File: src/verilog/srfc_defs.vh
// How it works
// - 13-bit interval counter loads rate at reset and rate write, counts memory clocks.
// - At one or below the interval counter reloads the current rate and keeps counting.
// - Each interval expiry raises the 4-bit backlog unless it is already full.
// - Each auto refresh performed, except the eight of the init burst, lowers the backlog by one.
// - Backlog saturates at zero and fifteen, never wrapping.
// - An auto refresh is a precharge-all followed by an auto refresh command.
// - Counting and refreshing always run; there is no disable.
// - Backlog 1-3: refresh only when idle with no request and no open bank.
// - Backlog 4-7: refresh when no request pends, open banks get closed.
// - Backlog 8-11: refresh after current access unless reads pend.
// - Backlog 12-15: back-to-back refreshes until level 4-7, holding new requests.
// - Writing SDRAM characteristics reruns initialization with the current rate.
// - Writes to low three config bytes restart init; upper-byte-only writes do not.
// - Init issues no-ops for eight rate-length intervals, after a precharge-all first if a bank is open.
`ifndef SRFC_DEFS_VH
`define SRFC_DEFS_VH

// ----------------------------------------
// Register map, word index times four
// ----------------------------------------
`define SRFC_IDX_CFG 3'h0
`define SRFC_IDX_RFC 3'h1
`define SRFC_IDX_TIM 3'h2
`define SRFC_IDX_SRX 3'h3
`define SRFC_IDX_STAT 3'h4
`define SRFC_IDX_LO 2
`define SRFC_IDX_HI 4
`define SRFC_CFG_RST 32'h00000000
`define SRFC_TIM_RST 32'h00000000
`define SRFC_SRX_RST 32'h00000000
`define SRFC_RR_RST 13'h0100
`define SRFC_SR_BIT 31
`define SRFC_RESP_OKAY 2'h0
`define SRFC_RESP_DECERR 2'h3
`define SRFC_ZERO32 32'h00000000

// ----------------------------------------
// Counters and levels
// ----------------------------------------
`define SRFC_CNT_ONE 13'h0001
`define SRFC_IVL_LAST 3'h7
`define SRFC_REF_LAST 3'h7
`define SRFC_BL_ZERO 4'h0
`define SRFC_BL_MAX 4'hf
`define SRFC_LVL_MAY 2'h0
`define SRFC_LVL_REL 2'h1
`define SRFC_LVL_NEED 2'h2
`define SRFC_LVL_MUST 2'h3

// ----------------------------------------
// SDRAM commands
// ----------------------------------------
`define SRFC_CMD_NOP 2'h0
`define SRFC_CMD_PRE 2'h1
`define SRFC_CMD_REF 2'h2
`define SRFC_CMD_LMR 2'h3

`endif

File: src/verilog/srfc_sync.v
`default_nettype none
module srfc_sync (
	input wire aclk,
	input wire aresetn,
	input wire din,
	output wire dout
);
	reg s1_r;
	reg s2_r;
	always @(posedge aclk) begin
		if (!aresetn) begin
			s1_r <= 1'b0;
			s2_r <= 1'b0;
		end else begin
			s1_r <= din;
			s2_r <= s1_r;
		end
	end
	assign dout = s2_r;
endmodule
`default_nettype wire

File: src/verilog/srfc_backlog.v
`include "srfc_defs.vh"
`default_nettype none
module srfc_backlog (
	input wire aclk,
	input wire aresetn,
	input wire inc,
	input wire dec,
	output reg [3:0] count_r
);
	always @(posedge aclk) begin
		if (!aresetn) begin
			count_r <= `SRFC_BL_ZERO;
		end else if (inc && !dec) begin
			if (count_r != `SRFC_BL_MAX) begin
				count_r <= count_r + 4'h1;
			end
		end else if (dec && !inc) begin
			if (count_r != `SRFC_BL_ZERO) begin
				count_r <= count_r - 4'h1;
			end
		end
	end
endmodule
`default_nettype wire

File: src/verilog/srfc_top.v
// Register access over AXI4-Lite and the placing of the registers were left to the implementer.
`include "srfc_defs.vh"
`default_nettype none
module srfc_top (
	input wire aclk,
	input wire aresetn,
	input wire [31:0] s_axi_awaddr,
	input wire s_axi_awvalid,
	output reg s_axi_awready,
	input wire [31:0] s_axi_wdata,
	input wire [3:0] s_axi_wstrb,
	input wire s_axi_wvalid,
	output reg s_axi_wready,
	output reg [1:0] s_axi_bresp,
	output reg s_axi_bvalid,
	input wire s_axi_bready,
	input wire [31:0] s_axi_araddr,
	input wire s_axi_arvalid,
	output reg s_axi_arready,
	output reg [31:0] s_axi_rdata,
	output reg [1:0] s_axi_rresp,
	output reg s_axi_rvalid,
	input wire s_axi_rready,
	input wire memory_clock,
	input wire rd_req_pending,
	input wire wr_req_pending,
	input wire access_busy,
	input wire bank_open,
	output reg access_allow_r,
	output reg [1:0] sdram_cmd_r,
	output reg sdram_a10_r,
	output reg sdram_clock_enable_pin_r,
	output reg self_refresh_request_r
);
	// ----------------------------------------
	// State codes
	// ----------------------------------------
	localparam [2:0] INIT_IDLE = 3'h0;
	localparam [2:0] INIT_OPRE = 3'h1;
	localparam [2:0] INIT_WAIT = 3'h2;
	localparam [2:0] INIT_PRE = 3'h3;
	localparam [2:0] INIT_REFS = 3'h4;
	localparam [2:0] INIT_LMR = 3'h5;
	localparam [2:0] INIT_FPRE = 3'h6;
	localparam [2:0] INIT_FREF = 3'h7;
	localparam RF_IDLE = 1'b0;
	localparam RF_REF = 1'b1;

	// ----------------------------------------
	// Memory clock edge detection
	// ----------------------------------------
	wire mclk_s;
	reg mclk_d_r;
	wire tick;
	srfc_sync u_mclk_sync (
		.aclk(aclk),
		.aresetn(aresetn),
		.din(memory_clock),
		.dout(mclk_s)
	);
	always @(posedge aclk) begin
		if (!aresetn) begin
			mclk_d_r <= 1'b0;
		end else begin
			mclk_d_r <= mclk_s;
		end
	end
	assign tick = mclk_s & ~mclk_d_r;

	// ----------------------------------------
	// Register bus
	// ----------------------------------------
	reg aw_have_r;
	reg w_have_r;
	reg [31:0] aw_addr_r;
	reg [31:0] w_data_r;
	reg [3:0] w_strb_r;
	reg [31:0] cfg_r;
	reg [12:0] rr_r;
	reg [31:0] tim_r;
	reg [31:0] srx_r;
	wire aw_take = s_axi_awvalid & s_axi_awready;
	wire w_take = s_axi_wvalid & s_axi_wready;
	wire ar_take = s_axi_arvalid & s_axi_arready;
	wire aw_hn = aw_have_r | aw_take;
	wire w_hn = w_have_r | w_take;
	wire wr_do = aw_hn & w_hn;
	wire [31:0] wa = aw_take ? s_axi_awaddr : aw_addr_r;
	wire [31:0] wd = w_take ? s_axi_wdata : w_data_r;
	wire [3:0] ws = w_take ? s_axi_wstrb : w_strb_r;
	wire [2:0] widx = wa[`SRFC_IDX_HI:`SRFC_IDX_LO];
	wire wa_hi_ok = (wa[31:5] == 27'h0000000) && (wa[1:0] == 2'h0);
	wire wmap = wa_hi_ok && (widx <= `SRFC_IDX_STAT);
	wire bvalid_nxt = wr_do | (s_axi_bvalid & ~s_axi_bready);
	wire rvalid_nxt = ar_take | (s_axi_rvalid & ~s_axi_rready);
	wire cfg_wr = wr_do && wa_hi_ok && (widx == `SRFC_IDX_CFG);
	wire init_start = cfg_wr && (ws[2:0] != 3'h0);
	wire rr_wr = wr_do && wa_hi_ok && (widx == `SRFC_IDX_RFC) && (ws[1:0] != 2'h0);
	wire [12:0] rr_wval = {ws[1] ? wd[12:8] : rr_r[12:8], ws[0] ? wd[7:0] : rr_r[7:0]};

	always @(posedge aclk) begin
		if (!aresetn) begin
			aw_have_r <= 1'b0;
			w_have_r <= 1'b0;
			aw_addr_r <= `SRFC_ZERO32;
			w_data_r <= `SRFC_ZERO32;
			w_strb_r <= 4'h0;
			s_axi_awready <= 1'b0;
			s_axi_wready <= 1'b0;
			s_axi_bvalid <= 1'b0;
			s_axi_bresp <= `SRFC_RESP_OKAY;
			cfg_r <= `SRFC_CFG_RST;
			rr_r <= `SRFC_RR_RST;
			tim_r <= `SRFC_TIM_RST;
			srx_r <= `SRFC_SRX_RST;
			self_refresh_request_r <= 1'b0;
		end else begin
			if (aw_take) begin
				aw_addr_r <= s_axi_awaddr;
			end
			if (w_take) begin
				w_data_r <= s_axi_wdata;
				w_strb_r <= s_axi_wstrb;
			end
			aw_have_r <= aw_hn & ~wr_do;
			w_have_r <= w_hn & ~wr_do;
			s_axi_awready <= ~(aw_hn & ~wr_do) & ~bvalid_nxt;
			s_axi_wready <= ~(w_hn & ~wr_do) & ~bvalid_nxt;
			s_axi_bvalid <= bvalid_nxt;
			if (wr_do) begin
				s_axi_bresp <= wmap ? `SRFC_RESP_OKAY : `SRFC_RESP_DECERR;
			end
			if (cfg_wr) begin
				cfg_r[7:0] <= ws[0] ? wd[7:0] : cfg_r[7:0];
				cfg_r[15:8] <= ws[1] ? wd[15:8] : cfg_r[15:8];
				cfg_r[23:16] <= ws[2] ? wd[23:16] : cfg_r[23:16];
				cfg_r[31:24] <= ws[3] ? wd[31:24] : cfg_r[31:24];
				if (ws[3]) begin
					self_refresh_request_r <= wd[`SRFC_SR_BIT];
				end
			end
			if (rr_wr) begin
				rr_r <= rr_wval;
			end
			if (wr_do && wa_hi_ok && widx == `SRFC_IDX_TIM) begin
				tim_r[7:0] <= ws[0] ? wd[7:0] : tim_r[7:0];
				tim_r[15:8] <= ws[1] ? wd[15:8] : tim_r[15:8];
				tim_r[23:16] <= ws[2] ? wd[23:16] : tim_r[23:16];
				tim_r[31:24] <= ws[3] ? wd[31:24] : tim_r[31:24];
			end
			if (wr_do && wa_hi_ok && widx == `SRFC_IDX_SRX) begin
				srx_r[7:0] <= ws[0] ? wd[7:0] : srx_r[7:0];
				srx_r[15:8] <= ws[1] ? wd[15:8] : srx_r[15:8];
				srx_r[23:16] <= ws[2] ? wd[23:16] : srx_r[23:16];
				srx_r[31:24] <= ws[3] ? wd[31:24] : srx_r[31:24];
			end
		end
	end

	// ----------------------------------------
	// Refresh interval counter
	// ----------------------------------------
	reg [12:0] ivl_cnt_r;
	wire expire = tick & ~rr_wr & (ivl_cnt_r <= `SRFC_CNT_ONE);
	always @(posedge aclk) begin
		if (!aresetn) begin
			ivl_cnt_r <= `SRFC_RR_RST;
		end else if (rr_wr) begin
			ivl_cnt_r <= rr_wval;
		end else if (tick) begin
			if (ivl_cnt_r <= `SRFC_CNT_ONE) begin
				ivl_cnt_r <= rr_r;
			end else begin
				ivl_cnt_r <= ivl_cnt_r - `SRFC_CNT_ONE;
			end
		end
	end

	// ----------------------------------------
	// Backlog and urgency
	// ----------------------------------------
	wire [3:0] backlog;
	reg bl_dec;
	reg must_mode_r;
	reg ref_go;
	srfc_backlog u_backlog (
		.aclk(aclk),
		.aresetn(aresetn),
		.inc(expire),
		.dec(bl_dec),
		.count_r(backlog)
	);
	wire [1:0] lvl = backlog[3:2];
	wire no_req = ~rd_req_pending & ~wr_req_pending;
	always @* begin
		ref_go = 1'b0;
		if (must_mode_r) begin
			ref_go = ~access_busy;
		end else begin
			case (lvl)
				`SRFC_LVL_MAY: ref_go = (backlog != `SRFC_BL_ZERO) & no_req & ~bank_open & ~access_busy;
				`SRFC_LVL_REL: ref_go = no_req & ~access_busy;
				`SRFC_LVL_NEED: ref_go = ~access_busy & ~rd_req_pending;
				`SRFC_LVL_MUST: ref_go = ~access_busy;
				default: ref_go = 1'b0;
			endcase
		end
	end
	always @(posedge aclk) begin
		if (!aresetn) begin
			must_mode_r <= 1'b0;
		end else if (lvl == `SRFC_LVL_MUST) begin
			must_mode_r <= 1'b1;
		end else if (!lvl[1]) begin
			must_mode_r <= 1'b0;
		end
	end

	// ----------------------------------------
	// Command sequencer
	// ----------------------------------------
	reg [2:0] init_st_r;
	reg ref_st_r;
	reg [12:0] init_cnt_r;
	reg [2:0] init_ivl_r;
	reg [2:0] init_refs_r;
	always @* begin
		bl_dec = 1'b0;
		if (tick && !init_start) begin
			if (init_st_r == INIT_FREF) begin
				bl_dec = 1'b1;
			end else if (init_st_r == INIT_IDLE && ref_st_r == RF_REF) begin
				bl_dec = 1'b1;
			end
		end
	end
	always @(posedge aclk) begin
		if (!aresetn) begin
			init_st_r <= INIT_WAIT;
			ref_st_r <= RF_IDLE;
			init_cnt_r <= `SRFC_RR_RST;
			init_ivl_r <= 3'h0;
			init_refs_r <= 3'h0;
			sdram_cmd_r <= `SRFC_CMD_NOP;
			sdram_a10_r <= 1'b0;
			sdram_clock_enable_pin_r <= 1'b0;
			access_allow_r <= 1'b0;
		end else begin
			sdram_clock_enable_pin_r <= 1'b1;
			if (init_start) begin
				init_st_r <= bank_open ? INIT_OPRE : INIT_WAIT;
				ref_st_r <= RF_IDLE;
				init_cnt_r <= rr_r;
				init_ivl_r <= 3'h0;
				sdram_cmd_r <= tick ? `SRFC_CMD_NOP : sdram_cmd_r;
			end else if (tick) begin
				sdram_cmd_r <= `SRFC_CMD_NOP;
				sdram_a10_r <= 1'b0;
				case (init_st_r)
					INIT_IDLE: begin
						if (ref_st_r == RF_REF) begin
							sdram_cmd_r <= `SRFC_CMD_REF;
							ref_st_r <= RF_IDLE;
						end else if (ref_go) begin
							sdram_cmd_r <= `SRFC_CMD_PRE;
							sdram_a10_r <= 1'b1;
							ref_st_r <= RF_REF;
						end
					end
					INIT_OPRE: begin
						sdram_cmd_r <= `SRFC_CMD_PRE;
						sdram_a10_r <= 1'b1;
						init_st_r <= INIT_WAIT;
					end
					INIT_WAIT: begin
						if (init_cnt_r <= `SRFC_CNT_ONE) begin
							init_cnt_r <= rr_r;
							init_ivl_r <= init_ivl_r + 3'h1;
							if (init_ivl_r == `SRFC_IVL_LAST) begin
								init_st_r <= INIT_PRE;
							end
						end else begin
							init_cnt_r <= init_cnt_r - `SRFC_CNT_ONE;
						end
					end
					INIT_PRE: begin
						sdram_cmd_r <= `SRFC_CMD_PRE;
						sdram_a10_r <= 1'b1;
						init_refs_r <= 3'h0;
						init_st_r <= INIT_REFS;
					end
					INIT_REFS: begin
						sdram_cmd_r <= `SRFC_CMD_REF;
						init_refs_r <= init_refs_r + 3'h1;
						if (init_refs_r == `SRFC_REF_LAST) begin
							init_st_r <= INIT_LMR;
						end
					end
					INIT_LMR: begin
						sdram_cmd_r <= `SRFC_CMD_LMR;
						init_st_r <= INIT_FPRE;
					end
					INIT_FPRE: begin
						sdram_cmd_r <= `SRFC_CMD_PRE;
						sdram_a10_r <= 1'b1;
						init_st_r <= INIT_FREF;
					end
					INIT_FREF: begin
						sdram_cmd_r <= `SRFC_CMD_REF;
						init_st_r <= INIT_IDLE;
					end
					default: init_st_r <= INIT_IDLE;
				endcase
			end
			access_allow_r <= (init_st_r == INIT_IDLE) & ~init_start & ~must_mode_r
				& (ref_st_r == RF_IDLE) & ~(lvl == `SRFC_LVL_MUST);
		end
	end

	// ----------------------------------------
	// Read path
	// ----------------------------------------
	wire [2:0] ridx = s_axi_araddr[`SRFC_IDX_HI:`SRFC_IDX_LO];
	wire ra_ok = (s_axi_araddr[31:5] == 27'h0000000) && (s_axi_araddr[1:0] == 2'h0);
	reg [31:0] rd_mux;
	always @* begin
		rd_mux = `SRFC_ZERO32;
		case (ridx)
			`SRFC_IDX_CFG: rd_mux = cfg_r;
			`SRFC_IDX_RFC: rd_mux = {19'h00000, rr_r};
			`SRFC_IDX_TIM: rd_mux = tim_r;
			`SRFC_IDX_SRX: rd_mux = srx_r;
			`SRFC_IDX_STAT: rd_mux = {21'h000000, must_mode_r, ref_st_r,
				init_st_r != INIT_IDLE, 2'h0, lvl, backlog};
			default: rd_mux = `SRFC_ZERO32;
		endcase
	end
	always @(posedge aclk) begin
		if (!aresetn) begin
			s_axi_arready <= 1'b0;
			s_axi_rvalid <= 1'b0;
			s_axi_rdata <= `SRFC_ZERO32;
			s_axi_rresp <= `SRFC_RESP_OKAY;
		end else begin
			s_axi_arready <= ~rvalid_nxt;
			s_axi_rvalid <= rvalid_nxt;
			if (ar_take) begin
				if (ra_ok && ridx <= `SRFC_IDX_STAT) begin
					s_axi_rdata <= rd_mux;
					s_axi_rresp <= `SRFC_RESP_OKAY;
				end else begin
					s_axi_rdata <= `SRFC_ZERO32;
					s_axi_rresp <= `SRFC_RESP_DECERR;
				end
			end
		end
	end
endmodule
`default_nettype wire

File: config.mk
export PLATFORM = sky130hd
export DESIGN_NAME = srfc_top
export DESIGN_NICKNAME = d
export VERILOG_FILES = /design/src/verilog/srfc_sync.v /design/src/verilog/srfc_backlog.v /design/src/verilog/srfc_top.v
export VERILOG_INCLUDE_DIRS = /design/src /design/src/verilog
export SDC_FILE = /design/constraint.sdc
export NUM_CORES = 1
export LEC_CHECK = 0
export ABC_CLOCK_PERIOD_IN_PS = 3600
export BUFFER_PORTS_ARGS = -buffer_cell sky130_fd_sc_hd__buf_2
export CORE_UTILIZATION = 50
export CTS_CLUSTER_DIAMETER = 100
export DETAILED_ROUTE_END_ITERATION = 16
export GPL_TIMING_DRIVEN = 0
export PLACE_DENSITY = 0.81
export SLEW_MARGIN = 20
export SYNTH_ARGS = -nofsm -noshare
export SYNTH_HDL_FRONTEND = slang
export SYNTH_SLANG_ARGS = --single-unit
File: constraint.sdc
create_clock -name aclk -period 3.6 [get_ports aclk]
set_input_delay 0.72 -clock aclk [delete_from_list [all_inputs] [get_ports aclk]]
set_output_delay 0.72 -clock aclk [all_outputs]
set_load 0.01 [all_outputs]
==> metrics.cfg <==
[outcome]
run_status=complete, no violations

[sta]
drv_slew=0
final.setup_skew_ns=0.0144
setup_repair_after_global_routing_missed_its_margin=no
hold_viol=0
finalWorstPathRequiredPeriod_ns=3.42
max-slew-margin-rel_pct=25.5
achievable_frequency_mhz=292
setup_slack_ns=0.178
timing.final.crit_share_pct=95.0
final-setup-viol-count=0
worst_slew_pin_slew_ns=1.09

[min_path]
hold_class=in -> reg

[setup_path]
timing.critical_path.to_type=flip-flop
timing.critical_path.from_type=flip-flop
crit_fanout=10
criticalPathCategory=reg -> reg
crit_arrival_ns=3.86
critical_path_required_ns=4.04

[synth]
synth_cell_types=76
yosys_register_bits=267
async_reset_ff_share_pct=0
ys.flop_type=sky130_fd_sc_hd__dfxtp_1
synth_top_area_share_pct=43.2
syn_area_per_cell_sq_um=8.99
synth.yosys.seq_area_share_pct=43.2
syn-num-nets=1503
synthCells=1376
synth_edf_count=0
synth_area_leader_cell=sky130_fd_sc_hd__dfxtp_1
synth_area_sq_mm=0.0124
synthesis.yosys.warnings=0
synthTopCellsByArea=sky130_fd_sc_hd__dfxtp_1 43%, sky130_fd_sc_hd__mux2i_1 11%, sky130_fd_sc_hd__nand2_1 6.7%

[global_routing]
maximum_number_of_pins_on_one_net_before_global_route_repair=16
antenna_found_initial=0
first_pass_grt_wire_length_um=57700
gr-usage-all-layers_pct=28.5
grt_remaining_overflow=0
number_of_global_route_vias_before_repair=10932

[finish]
area_growth_pct=18.0
layout_common_cells=267 x sky130_fd_sc_hd__dfxtp_1, 221 x sky130_fd_sc_hd__nand2_1, 161 x sky130_fd_sc_hd__buf_2
insertedDiodeCount=0
final_core_util_pct=60.1
fin_nets=1691
number_of_inserted_filler_cells_in_the_final_layout=2079
mostFrequentLayoutCell=sky130_fd_sc_hd__dfxtp_1
final_layout_size_suffix_gt1_share_pct=19.7

[route]
ant_nets=0
detail_route.iter0.violations=837
count_of_vias_placed_by_the_detailed_router=11113
vias_per_cell=5.82
wl_per_cell_um=19.3
number_of_detailed_route_iterations_in_the_first_pass=6
finalWirelength_um=36900
residual_drc_count=0

[clock_tree]
clock_tree.htree_level_count=1
clkSinkCount=267
clock_insertion_delay_worst_skew_ns=0.57
clock_tree.root_cell=sky130_fd_sc_hd__clkbuf_16
numCtsBuffers=29
post_cts_hold_buffer_count=0
clock_tree_from_tritoncts=yes
path_clk_slew_ns=0.06
clock_path_buffers=3

[flow_run]
maxCapViolCount=0

[floorplan]
die_x_um=159
fp.dieH_um=159
floorplan.die_area_sq_mm=0.0254
start_util_pct=50.9
core_area_sq_mm=0.0243
ioPinCount=159
floorplan.rows=57

[placement]
gp_routability_congestion=0.927
portBuffers=157
dpl.hpwl_um=27000
pre_cts_ws_ns=-0.333

[power_and_ir_drop]
power_leakage_uw=0.00604
powerDensity_mw_per_mm2=472
peakVddDrop_mv=0.356

## critical path: stages (launching register included)
cell	delay, ns
sky130_fd_sc_hd__dfxtp_1	0.33
sky130_fd_sc_hd__nand2_2	0.16
sky130_fd_sc_hd__buf_6	0.20
sky130_fd_sc_hd__mux2i_4	0.54
sky130_fd_sc_hd__a31oi_1	0.19
sky130_fd_sc_hd__and3_1	0.23
sky130_fd_sc_hd__buf_4	0.21
sky130_fd_sc_hd__o21bai_2	0.32
sky130_fd_sc_hd__ha_1	0.30
sky130_fd_sc_hd__a21o_1	0.19
sky130_fd_sc_hd__a21oi_1	0.28
sky130_fd_sc_hd__nand2b_1	0.15
sky130_fd_sc_hd__a211o_1	0.10
sky130_fd_sc_hd__o2111ai_1	0.10
## kinds of logic (layout without fill, tap and decap cells)
family	count (synthesis)	in the layout	synth area share, %
AND/OR/NAND/NOR	507	507	20.3
AO/OA/AOI/OAI	267	267	13.9
flip-flops	267	267	43.2
buffers and inverters	129	339	4.23
adder cells (fa/ha/maj)	15	15	1.58
XOR/XNOR	6	6	0.425
multiplexers	185	185	16.3
## per-layer routing
metal	global-route usage (%)	share of wire [%]	routed length (um)
met5	0	0	0
met1	35.5	42	15300
met2	49.2	47	17500
met3	4.35	7.2	2660
met4	11.4	3.9	1430
## report_power, final
part | internal (uW) | switching [uW]
Combinational | 247 | 433
Clock | 1890 | 1260
Sequential | 3020 | 41.3
## cell usage after synthesis (3+ instances only)
cell type / n
sky130_fd_sc_hd__o22ai_1: 5
sky130_fd_sc_hd__nor2_8: 9
sky130_fd_sc_hd__or4_1: 4
sky130_fd_sc_hd__or2_2: 4
sky130_fd_sc_hd__and2_1: 6
sky130_fd_sc_hd__ha_1: 14
sky130_fd_sc_hd__mux2_2: 43
sky130_fd_sc_hd__buf_4: 5
sky130_fd_sc_hd__nor3b_1: 4
sky130_fd_sc_hd__nor2_1: 117
sky130_fd_sc_hd__nand3b_1: 4
sky130_fd_sc_hd__a22oi_1: 24
sky130_fd_sc_hd__nand4_1: 6
sky130_fd_sc_hd__buf_1: 5
sky130_fd_sc_hd__mux2i_1: 132
sky130_fd_sc_hd__inv_1: 45
sky130_fd_sc_hd__o21ai_0: 45
sky130_fd_sc_hd__a21o_1: 4
sky130_fd_sc_hd__o21a_1: 10
sky130_fd_sc_hd__mux4_2: 6
sky130_fd_sc_hd__or3_4: 4
sky130_fd_sc_hd__and3_1: 9
sky130_fd_sc_hd__nor4_1: 21
sky130_fd_sc_hd__o221a_2: 3
sky130_fd_sc_hd__nor3_4: 5
sky130_fd_sc_hd__a31oi_1: 7
sky130_fd_sc_hd__nor2b_1: 4
sky130_fd_sc_hd__or3_1: 4
sky130_fd_sc_hd__nor3_1: 32
sky130_fd_sc_hd__nand3_1: 21
sky130_fd_sc_hd__xnor2_1: 4
sky130_fd_sc_hd__a21oi_1: 93
sky130_fd_sc_hd__clkbuf_1: 67
sky130_fd_sc_hd__o2111ai_1: 3
sky130_fd_sc_hd__a211oi_1: 20
sky130_fd_sc_hd__o211ai_1: 8
sky130_fd_sc_hd__dfxtp_1: 267
sky130_fd_sc_hd__buf_2: 4
sky130_fd_sc_hd__a22o_1: 19
sky130_fd_sc_hd__mux2i_4: 3
sky130_fd_sc_hd__nand2b_1: 20
sky130_fd_sc_hd__nand2_1: 221
## through the flow
| step | power [uW] | cells | setup TNS (ns) | cell area, sq um | hold slack [ns] |
|---|---|---|---|---|---|
| after floorplan | 3550 | 1376 | 0 | 12400 | 0.412 |
| after global placement | 3770 | 1857 | -0.249 | 13600 | 0.414 |
| after detailed placement | 3780 | 1857 | -0.333 | 13600 | 0.426 |
| after CTS | 6880 | 1910 | 0 | 14600 | 0.269 |
| after global routing | 7080 | 1910 | 0 | 14600 | 0.272 |
| final | 6890 | 1910 | 0 | 14600 | 0.275 |
## what timing repair did
action | 4_1_cts | 5_1_grt
setup endpoints to repair | 0 | 1
resized for setup | 0 | 4
setup buffers | 0 | 0
## cell type report
cell class,instances,area (sq um),share of cell area [%]
Buffer,83,352,2.41
Inverter,46,173,1.18
Timing Repair Buffer,157,786,5.38
Clock inverter,16,205,1.40
Clock buffer,37,816,5.59
Sequential cell,267,5350,36.6
Tap cell,324,405,2.78
Multi-Input combinational cell,980,6530,44.7
## worst paths after layout
check / from / endpoint / slack (ns) / cells after the start
setup / recovery: s_axi_wready / u_backlog.count_r[3] / 0.18 / 13
hold / removal: aresetn / sdram_clock_enable_pin_r / 0.27 / 1
setup reg to reg: s_axi_wready / u_backlog.count_r[3] / 0.18 / 13
hold reg to reg: u_mclk_sync.s1_r / u_mclk_sync.dout / 0.44 / 1
## state kept, by name (all words and copies together), names as in the netlist, 13 cells and up
signal and flops:
aw_addr_r 32, cfg_r 31, init_cnt_r 13, ivl_cnt_r 13, rr_r 13, s_axi_rdata 32, srx_r 32, tim_r 32
w_data_r 32
Note: power is estimated with default switching activity, not from simulation.
